==> config.mk <==
export PLATFORM = sky130hd
export DESIGN_NAME = dual_channel_uart
export DESIGN_NICKNAME = d
export VERILOG_FILES = /design/src/logic/uart_tx.v /design/src/logic/uart_rx.v /design/src/logic/dual_channel_uart.v
export VERILOG_INCLUDE_DIRS = /design/src /design/src/logic
export SDC_FILE = /design/constraint.sdc
export NUM_CORES = 1
export LEC_CHECK = 0
export ABC_CLOCK_PERIOD_IN_PS = 4030
export BUFFER_PORTS_ARGS = -buffer_cell sky130_fd_sc_hd__clkbuf_2
export CELL_PAD_IN_SITES_DETAIL_PLACEMENT = 0
export CELL_PAD_IN_SITES_GLOBAL_PLACEMENT = 1
export CORE_ASPECT_RATIO = 1.2
export CORE_MARGIN = 2
export CORE_UTILIZATION = 50
export CTS_CLUSTER_SIZE = 28
export DETAILED_ROUTE_END_ITERATION = 7
export PLACE_DENSITY_LB_ADDON = 0.25
export SETUP_SLACK_MARGIN = 0.15
export SLEW_MARGIN = 20
export SYNTH_ARGS = -nofsm -noshare
export SYNTH_HDL_FRONTEND = slang
export SYNTH_HIERARCHICAL = 1
export SYNTH_SLANG_ARGS = --single-unit
==> constraint.sdc <==
create_clock -name hclk -period 4.03 [get_ports hclk]
set_input_delay 0.806 -clock hclk [delete_from_list [all_inputs] [get_ports hclk]]
set_output_delay 0.806 -clock hclk [all_outputs]
set_load 0.02 [all_outputs]
==> src/logic/uart_regs.vh <==
// Register offsets, field positions, reset values and bit timing for the
// two-channel serial controller. Definitions only; included by bare name.
`ifndef UART_REGS_VH
`define UART_REGS_VH

// Byte offsets: channel registers repeat every CH_STRIDE bytes
`define CH_STRIDE 8'h20
`define OFF_CTL 5'h00
`define OFF_STAT 5'h04
`define OFF_DATA 5'h08
`define OFF_ISTAT 5'h0C
`define OFF_IMASK 5'h10
`define OFF_BAUD 8'h40

// Channel control fields
`define CTL_LEN_LSB 0
`define CTL_PAR_LSB 2
`define CTL_STOP_LSB 4
`define CTL_MODE_LSB 10
`define CTL_RTS 12
`define CTL_RXEN 13
`define CTL_TXEN 14
`define CTL_CTSEN 15
`define CTL_RST 16'h6103

// Baud timer: prescaler in [15:0], source select in bit 16
`define BAUD_EXT 16
`define BAUD_RST 17'h00043

// Parity and channel modes
`define PAR_EVEN 2'h1
`define PAR_ODD 2'h2
`define MODE_NORMAL 2'h0
`define MODE_ECHO 2'h1
`define MODE_LOCAL 2'h2
`define MODE_REMOTE 2'h3

// Interrupt event bits
`define EV_RXRDY 0
`define EV_TXRDY 1
`define EV_OVR 2
`define EV_PERR 3
`define EV_FERR 4
`define EV_CTS 5
`define EV_W 6

// Oversampling: sixteen ticks per bit
`define BIT_LAST 6'h0F
`define HALF_LAST 6'h07
`define STOP_MAX 6'h20

`endif

==> src/logic/uart_tx.v <==
// Serialiser for one channel: start, 5..8 data bits LSB first, parity, stop.
// Assumes a one-cycle tick16 at sixteen times the bit rate.
`timescale 1ns/1ps
`default_nettype none
`include "uart_regs.vh"

module uart_tx (
    // Clock and reset
    input wire hclk,
    input wire hresetn,
    input wire ce,
    // Timing and format
    input wire tick16,
    input wire [1:0] len,
    input wire [1:0] par,
    input wire [5:0] stop16,
    // Character in
    input wire start,
    input wire [7:0] data,
    output wire idle,
    // Line
    output reg txd_q
);
    localparam S_IDLE = 3'h0;
    localparam S_START = 3'h1;
    localparam S_DATA = 3'h2;
    localparam S_PAR = 3'h3;
    localparam S_STOP = 3'h4;

    reg [2:0] st_q;
    reg [5:0] cnt_q;
    reg [2:0] bit_q;
    reg [7:0] sh_q;
    reg par_q;
    wire par_on = (par == `PAR_EVEN) || (par == `PAR_ODD);
    wire [2:0] last_bit = 3'h4 + {1'b0, len};
    wire [5:0] stop_len = (stop16 > `STOP_MAX) ? `STOP_MAX :
                          ((stop16 == 6'h00) ? 6'h01 : stop16);
    wire last_tick = (st_q == S_STOP) ? (cnt_q == stop_len - 6'h01) : (cnt_q == `BIT_LAST);

    assign idle = (st_q == S_IDLE);

    always @(posedge hclk or negedge hresetn) begin
        if (!hresetn) begin
            st_q <= S_IDLE;
            cnt_q <= 6'h00;
            bit_q <= 3'h0;
            sh_q <= 8'h00;
            par_q <= 1'b0;
            txd_q <= 1'b1;
        end else if (ce) begin
            case (st_q)
                S_IDLE: if (start) begin
                    sh_q <= data;
                    par_q <= (par == `PAR_ODD);
                    bit_q <= 3'h0;
                    cnt_q <= 6'h00;
                    st_q <= S_START;
                    txd_q <= 1'b0;
                end
                default: if (tick16) begin
                    if (!last_tick) begin
                        cnt_q <= cnt_q + 6'h01;
                    end else begin
                        cnt_q <= 6'h00;
                        case (st_q)
                            S_START: begin
                                st_q <= S_DATA;
                                txd_q <= sh_q[0];
                            end
                            S_DATA: begin
                                par_q <= par_q ^ sh_q[0];
                                sh_q <= {1'b0, sh_q[7:1]};
                                bit_q <= bit_q + 3'h1;
                                if (bit_q != last_bit) begin
                                    txd_q <= sh_q[1];
                                end else if (par_on) begin
                                    st_q <= S_PAR;
                                    txd_q <= par_q ^ sh_q[0];
                                end else begin
                                    st_q <= S_STOP;
                                    txd_q <= 1'b1;
                                end
                            end
                            S_PAR: begin
                                st_q <= S_STOP;
                                txd_q <= 1'b1;
                            end
                            default: st_q <= S_IDLE;
                        endcase
                    end
                end
            endcase
        end
    end
endmodule
`default_nettype wire

==> src/logic/uart_rx.v <==
// Deserialiser for one channel, oversampling the line sixteen times a bit.
// Assumes rxd synchronous to hclk and a one-cycle tick16.
`timescale 1ns/1ps
`default_nettype none
`include "uart_regs.vh"

module uart_rx (
    // Clock and reset
    input wire hclk,
    input wire hresetn,
    input wire ce,
    // Timing and format
    input wire tick16,
    input wire [1:0] len,
    input wire [1:0] par,
    // Line
    input wire rxd,
    // Character out
    output reg valid_q,
    output reg [7:0] data_q,
    output reg perr_q,
    output reg ferr_q
);
    localparam S_IDLE = 3'h0;
    localparam S_START = 3'h1;
    localparam S_DATA = 3'h2;
    localparam S_PAR = 3'h3;
    localparam S_STOP = 3'h4;

    reg [2:0] st_q;
    reg [5:0] cnt_q;
    reg [2:0] bit_q;
    reg [7:0] sh_q;
    reg par_q;
    wire par_on = (par == `PAR_EVEN) || (par == `PAR_ODD);
    wire [2:0] last_bit = 3'h4 + {1'b0, len};
    wire mid = tick16 && (cnt_q == `BIT_LAST);

    always @(posedge hclk or negedge hresetn) begin
        if (!hresetn) begin
            st_q <= S_IDLE;
            cnt_q <= 6'h00;
            bit_q <= 3'h0;
            sh_q <= 8'h00;
            par_q <= 1'b0;
            valid_q <= 1'b0;
            data_q <= 8'h00;
            perr_q <= 1'b0;
            ferr_q <= 1'b0;
        end else if (ce) begin
            valid_q <= 1'b0;
            if (tick16 && !mid) begin
                cnt_q <= cnt_q + 6'h01;
            end
            case (st_q)
                S_IDLE: if (tick16 && !rxd) begin
                    st_q <= S_START;
                    cnt_q <= 6'h00;
                end
                S_START: if (tick16 && cnt_q == `HALF_LAST) begin
                    // Centre of start bit; a high line was a glitch
                    cnt_q <= 6'h00;
                    bit_q <= 3'h0;
                    par_q <= 1'b0;
                    perr_q <= 1'b0;
                    st_q <= rxd ? S_IDLE : S_DATA;
                end
                S_DATA: if (mid) begin
                    cnt_q <= 6'h00;
                    sh_q <= {rxd, sh_q[7:1]};
                    par_q <= par_q ^ rxd;
                    bit_q <= bit_q + 3'h1;
                    if (bit_q == last_bit) begin
                        st_q <= par_on ? S_PAR : S_STOP;
                    end
                end
                S_PAR: if (mid) begin
                    cnt_q <= 6'h00;
                    perr_q <= ((par_q ^ rxd) != (par == `PAR_ODD));
                    st_q <= S_STOP;
                end
                default: if (mid) begin
                    cnt_q <= 6'h00;
                    data_q <= sh_q >> (2'h3 - len);
                    ferr_q <= !rxd;
                    valid_q <= 1'b1;
                    st_q <= S_IDLE;
                end
            endcase
        end
    end
endmodule
`default_nettype wire

==> src/logic/dual_channel_uart.v <==
// Two-channel serial controller with AHB-Lite register slave and one interrupt.
// Assumes all inputs synchronous to hclk; one slave per bus, single word transfers.
//
// Chosen here: the address map and the AHB-Lite interface to the registers.
`timescale 1ns/1ps
`default_nettype none
`include "uart_regs.vh"

module dual_channel_uart (
    // Clock, reset and enable
    input wire hclk,
    input wire hresetn,
    input wire ce,
    // AHB-Lite slave
    input wire hsel,
    input wire [31:0] haddr,
    input wire [1:0] htrans,
    input wire hwrite,
    input wire [2:0] hsize,
    input wire [31:0] hwdata,
    input wire hready,
    output reg [31:0] hrdata,
    output wire hreadyout,
    output wire hresp,
    // External baud source
    input wire external_timer_clock_in,
    // Serial lines, one bit per channel
    input wire [1:0] rxd,
    output wire [1:0] txd,
    input wire [1:0] cts_n,
    output wire [1:0] rts_n,
    // Interrupt
    output wire irq
);
    localparam NCH = 2;
    // Depths sized to match the queue counters
    localparam [2:0] RX_DEPTH = 3'h4;
    localparam [1:0] TX_DEPTH = 2'h2;

    // Bus, baud timer and interrupt state
    reg wr_q;
    reg rd_q;
    reg [7:0] addr_q;
    reg [16:0] baud_q;
    reg [15:0] pre_cnt_q;
    reg ext_prev_q;
    reg tick16_q;
    reg irq_q;
    reg [31:0] rd_data;

    // Per-channel views for the read mux and the interrupt
    wire [15:0] ctl_w [0:NCH-1];
    wire [6:0] stat_w [0:NCH-1];
    wire [7:0] rxhead_w [0:NCH-1];
    wire [`EV_W-1:0] istat_w [0:NCH-1];
    wire [`EV_W-1:0] imask_w [0:NCH-1];
    wire [NCH-1:0] pend;

    wire take = hsel && hready && htrans[1];
    wire [4:0] off = addr_q[4:0];
    wire ch_sel = addr_q[5];
    wire ch_area = (addr_q[7:6] == 2'h0);
    wire src_ev = baud_q[`BAUD_EXT] ? (external_timer_clock_in && !ext_prev_q) : 1'b1;

    // Writes complete with no wait; reads take one wait for registered data
    // Response is always OKAY; no error cases exist
    assign hreadyout = !rd_q;
    assign hresp = 1'b0;
    assign irq = irq_q;

    // Address phase capture
    // Data phase acts on the captured address
    always @(posedge hclk or negedge hresetn) begin
        if (!hresetn) begin
            wr_q <= 1'b0;
            rd_q <= 1'b0;
            addr_q <= 8'h00;
        end else if (ce) begin
            wr_q <= take && hwrite;
            rd_q <= take && !hwrite;
            if (take) begin
                addr_q <= haddr[7:0];
            end
        end
    end

    // Read data select
    // Unmapped offsets read as zero
    always @* begin
        rd_data = 32'h0000_0000;
        if (addr_q == `OFF_BAUD) begin
            rd_data = {15'h0000, baud_q};
        end else if (ch_area && off == `OFF_CTL) begin
            rd_data = {16'h0000, ctl_w[ch_sel]};
        end else if (ch_area && off == `OFF_STAT) begin
            rd_data = {25'h000_0000, stat_w[ch_sel]};
        end else if (ch_area && off == `OFF_DATA) begin
            rd_data = {24'h00_0000, rxhead_w[ch_sel]};
        end else if (ch_area && off == `OFF_ISTAT) begin
            rd_data = {26'h000_0000, istat_w[ch_sel]};
        end else if (ch_area && off == `OFF_IMASK) begin
            rd_data = {26'h000_0000, imask_w[ch_sel]};
        end
    end

    always @(posedge hclk or negedge hresetn) begin
        if (!hresetn) begin
            hrdata <= 32'h0000_0000;
        end else if (ce && rd_q) begin
            hrdata <= rd_data;
        end
    end

    // Baud timer shared by both channels
    // External source counts rising edges; prescaler 0 ticks every event
    always @(posedge hclk or negedge hresetn) begin
        if (!hresetn) begin
            baud_q <= `BAUD_RST;
            pre_cnt_q <= 16'h0000;
            ext_prev_q <= 1'b0;
            tick16_q <= 1'b0;
        end else if (ce) begin
            ext_prev_q <= external_timer_clock_in;
            if (wr_q && addr_q == `OFF_BAUD) begin
                baud_q <= hwdata[16:0];
            end
            tick16_q <= 1'b0;
            if (src_ev) begin
                if (pre_cnt_q >= baud_q[15:0]) begin
                    pre_cnt_q <= 16'h0000;
                    tick16_q <= 1'b1;
                end else begin
                    pre_cnt_q <= pre_cnt_q + 16'h0001;
                end
            end
        end
    end

    // One level interrupt for all unmasked status bits
    // Registered, so it follows a new status bit by one cycle
    always @(posedge hclk or negedge hresetn) begin
        if (!hresetn) begin
            irq_q <= 1'b0;
        end else if (ce) begin
            irq_q <= |pend;
        end
    end

    // One copy of control, status and queues per channel
    genvar g;
    generate
        for (g = 0; g < NCH; g = g + 1) begin : chan
            reg [15:0] ctl_q;
            reg [`EV_W-1:0] istat_q;
            reg [`EV_W-1:0] imask_q;
            reg [7:0] rxm_q [0:RX_DEPTH-1];
            reg [1:0] rx_wp_q;
            reg [1:0] rx_rp_q;
            reg [2:0] rx_cnt_q;
            reg [7:0] txm_q [0:TX_DEPTH-1];
            reg tx_wp_q;
            reg tx_rp_q;
            reg [1:0] tx_cnt_q;
            reg cts_prev_q;
            reg txd_q;
            reg [`EV_W-1:0] ev;

            wire hit = ch_area && (ch_sel == g);
            wire [1:0] mode = ctl_q[`CTL_MODE_LSB+1:`CTL_MODE_LSB];
            wire [1:0] len = ctl_q[`CTL_LEN_LSB+1:`CTL_LEN_LSB];
            wire [1:0] par = ctl_q[`CTL_PAR_LSB+1:`CTL_PAR_LSB];
            wire tx_idle;
            wire tx_line;
            wire rx_valid;
            wire [7:0] rx_data;
            wire rx_perr;
            wire rx_ferr;

            // Local loopback feeds the transmitter back to the receiver
            wire rx_line = (mode == `MODE_LOCAL) ? tx_line : rxd[g];
            wire cts_ok = !ctl_q[`CTL_CTSEN] || !cts_n[g];
            wire tx_go = tx_idle && (tx_cnt_q != 2'h0) && ctl_q[`CTL_TXEN] && cts_ok;
            wire tx_push = wr_q && hit && off == `OFF_DATA && tx_cnt_q != TX_DEPTH;
            wire rx_pop = rd_q && hit && off == `OFF_DATA && rx_cnt_q != 3'h0;
            // Remote loopback keeps received characters from software
            wire rx_push = rx_valid && ctl_q[`CTL_RXEN] && mode != `MODE_REMOTE;
            wire rx_full = (rx_cnt_q == RX_DEPTH);

            assign ctl_w[g] = ctl_q;
            assign stat_w[g] = {cts_n[g], !tx_idle, tx_cnt_q, rx_cnt_q};
            assign rxhead_w[g] = rxm_q[rx_rp_q];
            assign istat_w[g] = istat_q;
            assign imask_w[g] = imask_q;
            assign pend[g] = |(istat_q & imask_q);
            assign txd[g] = txd_q;
            assign rts_n[g] = !ctl_q[`CTL_RTS];

            // Overrun only when no pop frees a slot in the same cycle
            always @* begin
                ev = {`EV_W{1'b0}};
                ev[`EV_RXRDY] = rx_push && (!rx_full || rx_pop);
                ev[`EV_TXRDY] = tx_go;
                ev[`EV_OVR] = rx_push && rx_full && !rx_pop;
                ev[`EV_PERR] = rx_valid && rx_perr;
                ev[`EV_FERR] = rx_valid && rx_ferr;
                ev[`EV_CTS] = cts_n[g] != cts_prev_q;
            end

            // Control, mask and sticky status; a new event beats its clear
            // Clear-to-send edges in either direction raise an event
            always @(posedge hclk or negedge hresetn) begin
                if (!hresetn) begin
                    ctl_q <= `CTL_RST;
                    istat_q <= {`EV_W{1'b0}};
                    imask_q <= {`EV_W{1'b0}};
                    cts_prev_q <= 1'b1;
                end else if (ce) begin
                    cts_prev_q <= cts_n[g];
                    if (wr_q && hit && off == `OFF_CTL) begin
                        ctl_q <= hwdata[15:0];
                    end
                    if (wr_q && hit && off == `OFF_IMASK) begin
                        imask_q <= hwdata[`EV_W-1:0];
                    end
                    if (wr_q && hit && off == `OFF_ISTAT) begin
                        istat_q <= (istat_q & ~hwdata[`EV_W-1:0]) | ev;
                    end else begin
                        istat_q <= istat_q | ev;
                    end
                end
            end

            // Receive queue
            // A full queue takes a new character only when a pop frees a slot
            always @(posedge hclk or negedge hresetn) begin
                if (!hresetn) begin
                    rx_wp_q <= 2'h0;
                    rx_rp_q <= 2'h0;
                    rx_cnt_q <= 3'h0;
                end else if (ce) begin
                    if (rx_push && (!rx_full || rx_pop)) begin
                        rxm_q[rx_wp_q] <= rx_data;
                        rx_wp_q <= rx_wp_q + 2'h1;
                    end
                    if (rx_pop) begin
                        rx_rp_q <= rx_rp_q + 2'h1;
                    end
                    if (rx_push && !rx_full && !rx_pop) begin
                        rx_cnt_q <= rx_cnt_q + 3'h1;
                    end else if (rx_pop && !rx_push) begin
                        rx_cnt_q <= rx_cnt_q - 3'h1;
                    end
                end
            end

            // Transmit queue
            // Writes to a full queue are dropped; software polls the count
            always @(posedge hclk or negedge hresetn) begin
                if (!hresetn) begin
                    tx_wp_q <= 1'b0;
                    tx_rp_q <= 1'b0;
                    tx_cnt_q <= 2'h0;
                end else if (ce) begin
                    if (tx_push) begin
                        txm_q[tx_wp_q] <= hwdata[7:0];
                        tx_wp_q <= !tx_wp_q;
                    end
                    if (tx_go) begin
                        tx_rp_q <= !tx_rp_q;
                    end
                    if (tx_push && !tx_go) begin
                        tx_cnt_q <= tx_cnt_q + 2'h1;
                    end else if (tx_go && !tx_push) begin
                        tx_cnt_q <= tx_cnt_q - 2'h1;
                    end
                end
            end

            // Pin driver: echo and remote loopback resend the received line
            // Local loop holds the line idle toward the peer
            always @(posedge hclk or negedge hresetn) begin
                if (!hresetn) begin
                    txd_q <= 1'b1;
                end else if (ce) begin
                    if (mode == `MODE_ECHO || mode == `MODE_REMOTE) begin
                        txd_q <= rxd[g];
                    end else if (mode == `MODE_LOCAL) begin
                        txd_q <= 1'b1;
                    end else begin
                        txd_q <= tx_line;
                    end
                end
            end

            // Both engines share the one baud tick
            uart_tx u_tx (
                .hclk(hclk),
                .hresetn(hresetn),
                .ce(ce),
                .tick16(tick16_q),
                .len(len),
                .par(par),
                .stop16(ctl_q[`CTL_STOP_LSB+5:`CTL_STOP_LSB]),
                .start(tx_go),
                .data(txm_q[tx_rp_q]),
                .idle(tx_idle),
                .txd_q(tx_line)
            );

            uart_rx u_rx (
                .hclk(hclk),
                .hresetn(hresetn),
                .ce(ce),
                .tick16(tick16_q),
                .len(len),
                .par(par),
                .rxd(rx_line),
                .valid_q(rx_valid),
                .data_q(rx_data),
                .perr_q(rx_perr),
                .ferr_q(rx_ferr)
            );
        end
    endgenerate
endmodule
`default_nettype wire

; ---- Word level (Yosys, flattened, before mapping)
; Memory sizes are Yosys's and may differ from the RTL's.
; Cells that the tools add are included.
[op_classes]
mul = 0
order_cmp = 4
div = 0
add_sub_neg = 27
n_eq_ne = 65
shift = 2
n_bitwise = 17
reduce_logical = 181
mux = 171
[ops]
columns = cell, count
row1 = 2-to-1 mux 6 bit, 30
row2 = 2-to-1 mux 3 bit, 42
row3 = 2-to-1 mux 8 bit, 14
row4 = 2-to-1 mux 32 bit, 3
row5 = logical AND 1 bit, 74
row6 = 2-to-1 mux 16 bit, 4
row7 = 2-to-1 mux 1 bit, 55
row8 = AND reduction 2 bit, 19
row9 = nonzero test 2 bit, 16
row10 = AND reduction 5 bit, 6
row11 = zero test 1 bit, 29
row12 = adder 6 x 1 -> 6 bit (second input constant), 4
row13 = AND 6 bit, 4
row14 = equality test 3 x 2 -> 1 bit (second input constant), 8
row15 = equality test 6 x 4 -> 1 bit (second input constant), 4
row16 = != test 2 x 1 -> 1 bit (second input constant), 12
row17 = OR 6 bit, 4
row18 = one-hot mux 3 bit (4 select lines), 2
row19 = one-hot mux 6 bit (2 select lines), 2
row20 = 2-to-1 mux 7 bit, 3
row21 = adder 3 x 1 -> 3 bit (second input constant), 6
row22 = one-hot mux 3 bit (3 select lines), 2
row23 = AND reduction 3 bit, 6
row24 = adder 16 x 1 -> 16 bit (second input constant), 1
row25 = 44 further kinds, 117
[word_totals]
mem_bits_rw = 96
wordCells = 532
latchBits = 0
memories = 4
reg_bits = 268
in_bits = 80
mem_bits_ro = 0
out_inout_bits = 39
[memory_table]
columns = memory, words, width, rd, rd_ports_with_merged_regs, write_ports, line_no
row1 = chan[0].rxm_q, 4, 8, 1, 0, 1, dual_channel_uart.v:156  ; reg [7:0] rxm_q [0:RX_DEPTH-1];
row2 = chan[1].rxm_q, 4, 8, 1, 0, 1, dual_channel_uart.v:156
row3 = chan[0].txm_q, 2, 8, 1, 0, 1, dual_channel_uart.v:160  ; reg [7:0] txm_q [0:TX_DEPTH-1];
row4 = chan[1].txm_q, 2, 8, 1, 0, 1, dual_channel_uart.v:160

; ---- Depth between registers and ports, before layout
[depth]
ltp_word = 11
ltp_mapped = 14
ltp_nobuf = 11

; ---- Modules after synthesis
; Netlist, hierarchy kept.
[modules_own_cells]
columns = module, cells_per_inst, area_per_inst_um2, seq_area_each_um2, n_inst
row1 = dual_channel_uart, 848, 11289.6, 6532.5, 1
row2 = uart_rx at chan[1].u_rx, 163, 1884.3, 800.8, 1
row3 = uart_rx at chan[0].u_rx, 168, 1790.5, 800.8, 1
row4 = uart_tx at chan[0].u_tx, 175, 1520.2, 551.8, 1
row5 = uart_tx at chan[1].u_tx, 164, 1503.9, 551.8, 1

; ---- Worst setup path before layout
; Ideal clock, no wire load.
[synth_path]
path_type = register -> register
start = reg chan[0].u_tx.st_q[0]
end = reg chan[0].u_tx.sh_q[5]
setup_slack_ps = 790
t_required_ps = 3948
stages_incl_launch_ff = 15
setup_ps = 82
arrival_ps = 3158
path_buffers = 3
period_less_slack_ps = 3240
path_cell_list = dfrtp_1 -> or3_1 -> clkbuf_1 -> inv_1 -> clkbuf_1 -> o211ai_1 -> a21oi_1 -> nor4b_2 -> o21ai_2 -> or3_1 -> a21oi_1 -> o21a_2 -> buf_6 -> nor2_1 -> a31oi_1
[synth_via]
elab_chain_len = 6
word_cells_on_any_way = 13
cone_classes = 3 x eq/ne / 2 x mux / 8 x reduce/logical
[synth_rtl]
columns = item, line_no
row1 = start: declaration, uart_tx.v:30  ; reg [2:0] st_q;
row2 = start signal: assignment, uart_tx.v:45  ; st_q <= S_IDLE;
row3 = start signal: assignment, uart_tx.v:58  ; st_q <= S_START;
row4 = start signal: assignment, uart_tx.v:68  ; st_q <= S_DATA;
row5 = zero test 3 bit, uart_tx.v:41  ; assign idle = (st_q == S_IDLE);
row6 = via chan[0].tx_idle, dual_channel_uart.v:172  ; wire tx_idle;
row7 = logical AND 1 bit (3 in series), dual_channel_uart.v:182  ; wire tx_go = tx_idle && (tx_cnt_q != 2'h0) && ctl_q[`CTL_TXEN] && cts_ok;
row8 = via chan[0].tx_go, dual_channel_uart.v:182
row9 = != test 2 x 1 -> 1 bit (no line), --
row10 = AND reduction 5 bit (no line), --
row11 = end signal: assignment, uart_tx.v:54  ; sh_q <= data;
row12 = end signal: assignment, uart_tx.v:73  ; sh_q <= {1'b0, sh_q[7:1]};
row13 = end: declaration, uart_tx.v:33  ; reg [7:0] sh_q;
; The timed path passes the listed nets, and every way through them passes these cells.
; A chain may end at the register's enable or synchronous reset.

; ---- Final worst setup path
[layout_path]
start = reg chan[0].u_tx.st_q[1]
end = reg chan[0].u_tx.par_q
[layout_via]
elab_chain_len = 6
word_cells_on_any_way = 13
cone_classes = 3 x eq/ne / 2 x mux / 8 x reduce/logical
[layout_rtl]
columns = item, line_no
row1 = zero test 3 bit, uart_tx.v:41
row2 = via chan[0].tx_idle, dual_channel_uart.v:172
row3 = logical AND 1 bit (3 in series), dual_channel_uart.v:182
row4 = via chan[0].tx_go, dual_channel_uart.v:182
row5 = != test 2 x 1 -> 1 bit (no line), --
row6 = AND reduction 5 bit (no line), --
row7 = end signal: assignment, uart_tx.v:55  ; par_q <= (par == `PAR_ODD);
row8 = end signal: assignment, uart_tx.v:72  ; par_q <= par_q ^ sh_q[0];
row9 = end: declaration, uart_tx.v:34  ; reg par_q;
; The timed path passes the listed nets, and every way through them passes these cells.

==> results.json <==
{
  "n_antenna_cell": 0,
  "multi_input_area_sq_um": 8110,
  "worstMarginPinSlew_ns": 0.923,
  "maxCapViolations": 0,
  "synth-compound-area-share_pct": 11.0,
  "synth-edff-count": 96,
  "cts_root_buffer": "clkbuf_16",
  "critPathSlowestCell": "dfrtp_1",
  "start_kind": "flop",
  "p_clk_share_pct": 35.6,
  "ys_seq_area_share_pct": 51.4,
  "worstSetupPathType": "reg -> reg",
  "synth_fa_ha_area_share_pct": 2.94,
  "cp_data_arrival_time_ns": 3.83,
  "power_frac_comb_pct": 17.6,
  "setup_viol": 0,
  "cts_setup_buffers": 0,
  "overflow": 0,
  "gp_congestion": 0.873,
  "syn_inst": 1518,
  "p_seq_share_pct": 46.8,
  "top_level_ports": 119,
  "final_nets": 1690,
  "grt_pass1_wl_mm": 68.3,
  "min_period_over_period_pct": 83.7,
  "tritoncts.num_buffers": 37,
  "synth.distinct_cells": 108,
  "netlist_top_cells_area": "dfrtp_1, edfxtp_1, mux2_2, dfstp_2, ha_1",
  "drive_above_1_share_pct": 22.9,
  "rows": 76,
  "yosys.area.top_type": "dfrtp_1",
  "status": "finished clean",
  "die_x_um": 177,
  "synth_warnings": 6,
  "initial_core_util_pct": 50.4,
  "drt_iter0_markers": 698,
  "synthXorXnorAreaFrac_pct": 2.87,
  "cts_buffer_depth": 3,
  "drv_slew": 0,
  "route.vias.total": 12100,
  "synth_seq_cells": 349,
  "p_int_mw": 6.78,
  "p_leak_nw": 8.21,
  "fmax_ghz": 0.296,
  "grt_max_degree": 144,
  "finish.utilization_pct": 55.7,
  "grt_pass1_vias": 12100,
  "p_sw_share_pct": 30.3,
  "ys.flop_type": "dfrtp_1",
  "power_density_nw_per_um2": 490,
  "grt_setup_unrepaired": "no",
  "maxSlewHeadroom_pct": 36.9,
  "worstPathCellList": "or3_1 > inv_1 > o211ai_1 > a21oi_1 > nor4b_2 > o21ai_2 > or3_1 > a21oi_1 > o21a_2 > nor2_1 > a211oi_1",
  "io_buffers": 59,
  "max_stage_delay_ns": 0.54,
  "cts_tree": "yes",
  "cts_resized": 0,
  "cp.required_ns": 4.48,
  "die-height_um": 212,
  "seqCellArea_sq_um": 9240,
  "hp-class": "in -> async",
  "fill_cells": 3045,
  "skew_ns": 0.0145,
  "syn_area_sq_um": 18000,
  "via_per_inst": 5.84,
  "track_usage_pct": 23.5,
  "antenna_found_initial": 0,
  "clock_sinks": 349,
  "core_area_sq_um": 35700,
  "path_clk_slew_ns": 0.06,
  "antenna_left": 0,
  "firstDrtPassIters": 5,
  "synthDominantCellAreaShare_pct": 32.6,
  "synthMuxAreaShare_pct": 15.1,
  "path_max_fanout": 16,
  "power_switching_mw": 2.95,
  "holdBufCountCts": 0,
  "yosys.area_share.simple_pct": 12.8,
  "dp_hpwl_mm": 29.6,
  "ctsHtreeMaxLevel": 2,
  "die-area_sq_um": 37500,
  "clock_latency_ns": 0.54,
  "avgSynthCellArea_sq_um": 11.9,
  "hold_viol_final": 0,
  "area_delta_synth_final_pct": 10.4,
  "drc": 0,
  "totalWireLength_mm": 42.7,
  "vdd_drop_max_mv": 0.413,
  "wl_per_cell_um": 20.7,
  "end_kind": "flop",
  "finalSetupTns_ns": 0,
  "min_period_ns": 3.38,
  "synth_top_family_by_area": "multiplexers",
  "async_reset_ff_share_pct": 72.5
}
## final timing paths
path	from	to	slack, ns	cells after the start
hold / removal	hresetn	chan[1].u_tx/sh_q[6]	0.16	1
max in group asynchronous	hresetn	chan[1].u_rx/data_q[7]	2.72	2
hold reg to reg	hrdata[11]	hrdata[11]	0.49	2
setup / recovery	chan[0].u_tx/st_q[1]	chan[0].u_tx/par_q	0.65	11
setup reg to reg	chan[0].u_tx/st_q[1]	chan[0].u_tx/par_q	0.65	11
min in group hclk	hrdata[11]	hrdata[11]	0.49	2
## power groups by stage
stage | Combinational, mW | Clock [mW] | Sequential (mW)
final | 1.71 | 3.47 | 4.55
after CTS | 1.72 | 3.55 | 4.55
after global placement | 1.68 | 0 | 4.59
after floorplan | 1.40 | 0 | 4.38
after detailed placement | 1.71 | 0 | 4.61
after global routing | 1.92 | 3.70 | 4.62
## metrics by stage
step	total power [mW]	hold WS [ns]	setup slack (ns)	instances	area (sq um)
6_report	9.73	0.156	0.655	2065	19900
2_1_floorplan	5.78	0.452	0.790	1533	18000
3_3_place_gp	6.27	0.470	0.660	1998	18600
3_5_place_dp	6.32	0.478	0.648	1998	18600
4_1_cts	9.81	0.153	0.631	2065	19900
5_1_grt	10.2	0.168	0.289	2065	19900
## layout make-up
type	instances	area share, %
multi-input cells	1043	40.8
clock inverters	21	1.29
clock buffers	46	4.93
flip-flops and latches	349	46.5
inverters	58	1.10
repair buffers	80	2.39
well taps	468	2.95
## state kept, by name, summed over array words and instances (netlist names), 12 cells and up
name              count
baud_q               17
chan.ctl_q           32
chan.imask_q         12
chan.istat_q         12
chan.rxm_q           64
chan.txm_q           32
chan.u_rx/cnt_q      12
chan.u_rx/data_q     16
chan.u_rx/sh_q       16
chan.u_tx/cnt_q      12
chan.u_tx/sh_q       16
hrdata               17
pre_cnt_q            16
## metal layers
metal  vias up  global-route usage (%)  wire length, um
met1      6059                    30.7            18600
li1       5698                       -                -
met3        79                    3.57             1720
met4         0                    7.38             1190
met2       233                    40.1            21200
met5         -                       0                0
## layout by cell type (no fill, tap or decap), drive strengths merged, types with 11 or more instances in the layout
| cell type | netlist | layout |
|---|---|---|
| o22ai | 12 | 12 |
| xnor2 | 30 | 30 |
| and2 | 14 | 14 |
| mux4 | 17 | 17 |
| and3 | 27 | 27 |
| nor2b | 13 | 13 |
| mux2 | 157 | 157 |
| dfrtp | 234 | 234 |
| a31oi | 17 | 17 |
| a21oi | 32 | 32 |
| nand2 | 120 | 120 |
| nand2b | 14 | 14 |
| inv | 57 | 59 |
| nor3 | 21 | 21 |
| o211ai | 15 | 15 |
| xor2 | 29 | 29 |
| nand4 | 13 | 13 |
| buf | 57 | 22 |
| clkbuf | 26 | 104 |
| nand3 | 45 | 45 |
| or3 | 12 | 12 |
| mux2i | 47 | 47 |
| dfstp | 19 | 19 |
| edfxtp | 96 | 96 |
| ha | 39 | 39 |
| o21ai | 58 | 58 |
| o31ai | 11 | 11 |
| conb | 1 | 16 |
| nor2 | 98 | 98 |
## cells in the mapped netlist, types with 23 or more instances
cell,instances
mux2_4,24
xnor2_1,30
buf_4,23
nand2_1,118
nand3_1,42
buf_2,23
nor2_1,98
xor2_1,29
mux2_2,131
o21ai_0,51
ha_1,39
a21oi_1,30
dfrtp_1,234
mux2i_1,47
clkbuf_1,26
and3_1,25
inv_1,56
edfxtp_1,96
## cell families (layout without fill, tap and decap cells)
| kind of cell | count (synthesis) | in the layout |
|---|---|---|
| other | 1 | 16 |
| adder cells (fa/ha/maj) | 41 | 41 |
| multiplexers | 221 | 221 |
| AND/OR/NAND/NOR | 433 | 433 |
| flip-flops | 349 | 349 |
| XOR/XNOR | 59 | 59 |
| AO/OA/AOI/OAI | 273 | 273 |
| buffers and inverters | 141 | 205 |
## critical path, delay by kind of cell, from the launching register on
kind | cells | cell delay (ns)
buffers and inverters | 1 | 0.09
and+or+nand+nor | 4 | 1.30
AOI/OAI and AO/OA | 6 | 1.35
DFF | 1 | 0.54
No activity file was read; power rests on OpenSTA's default activity.
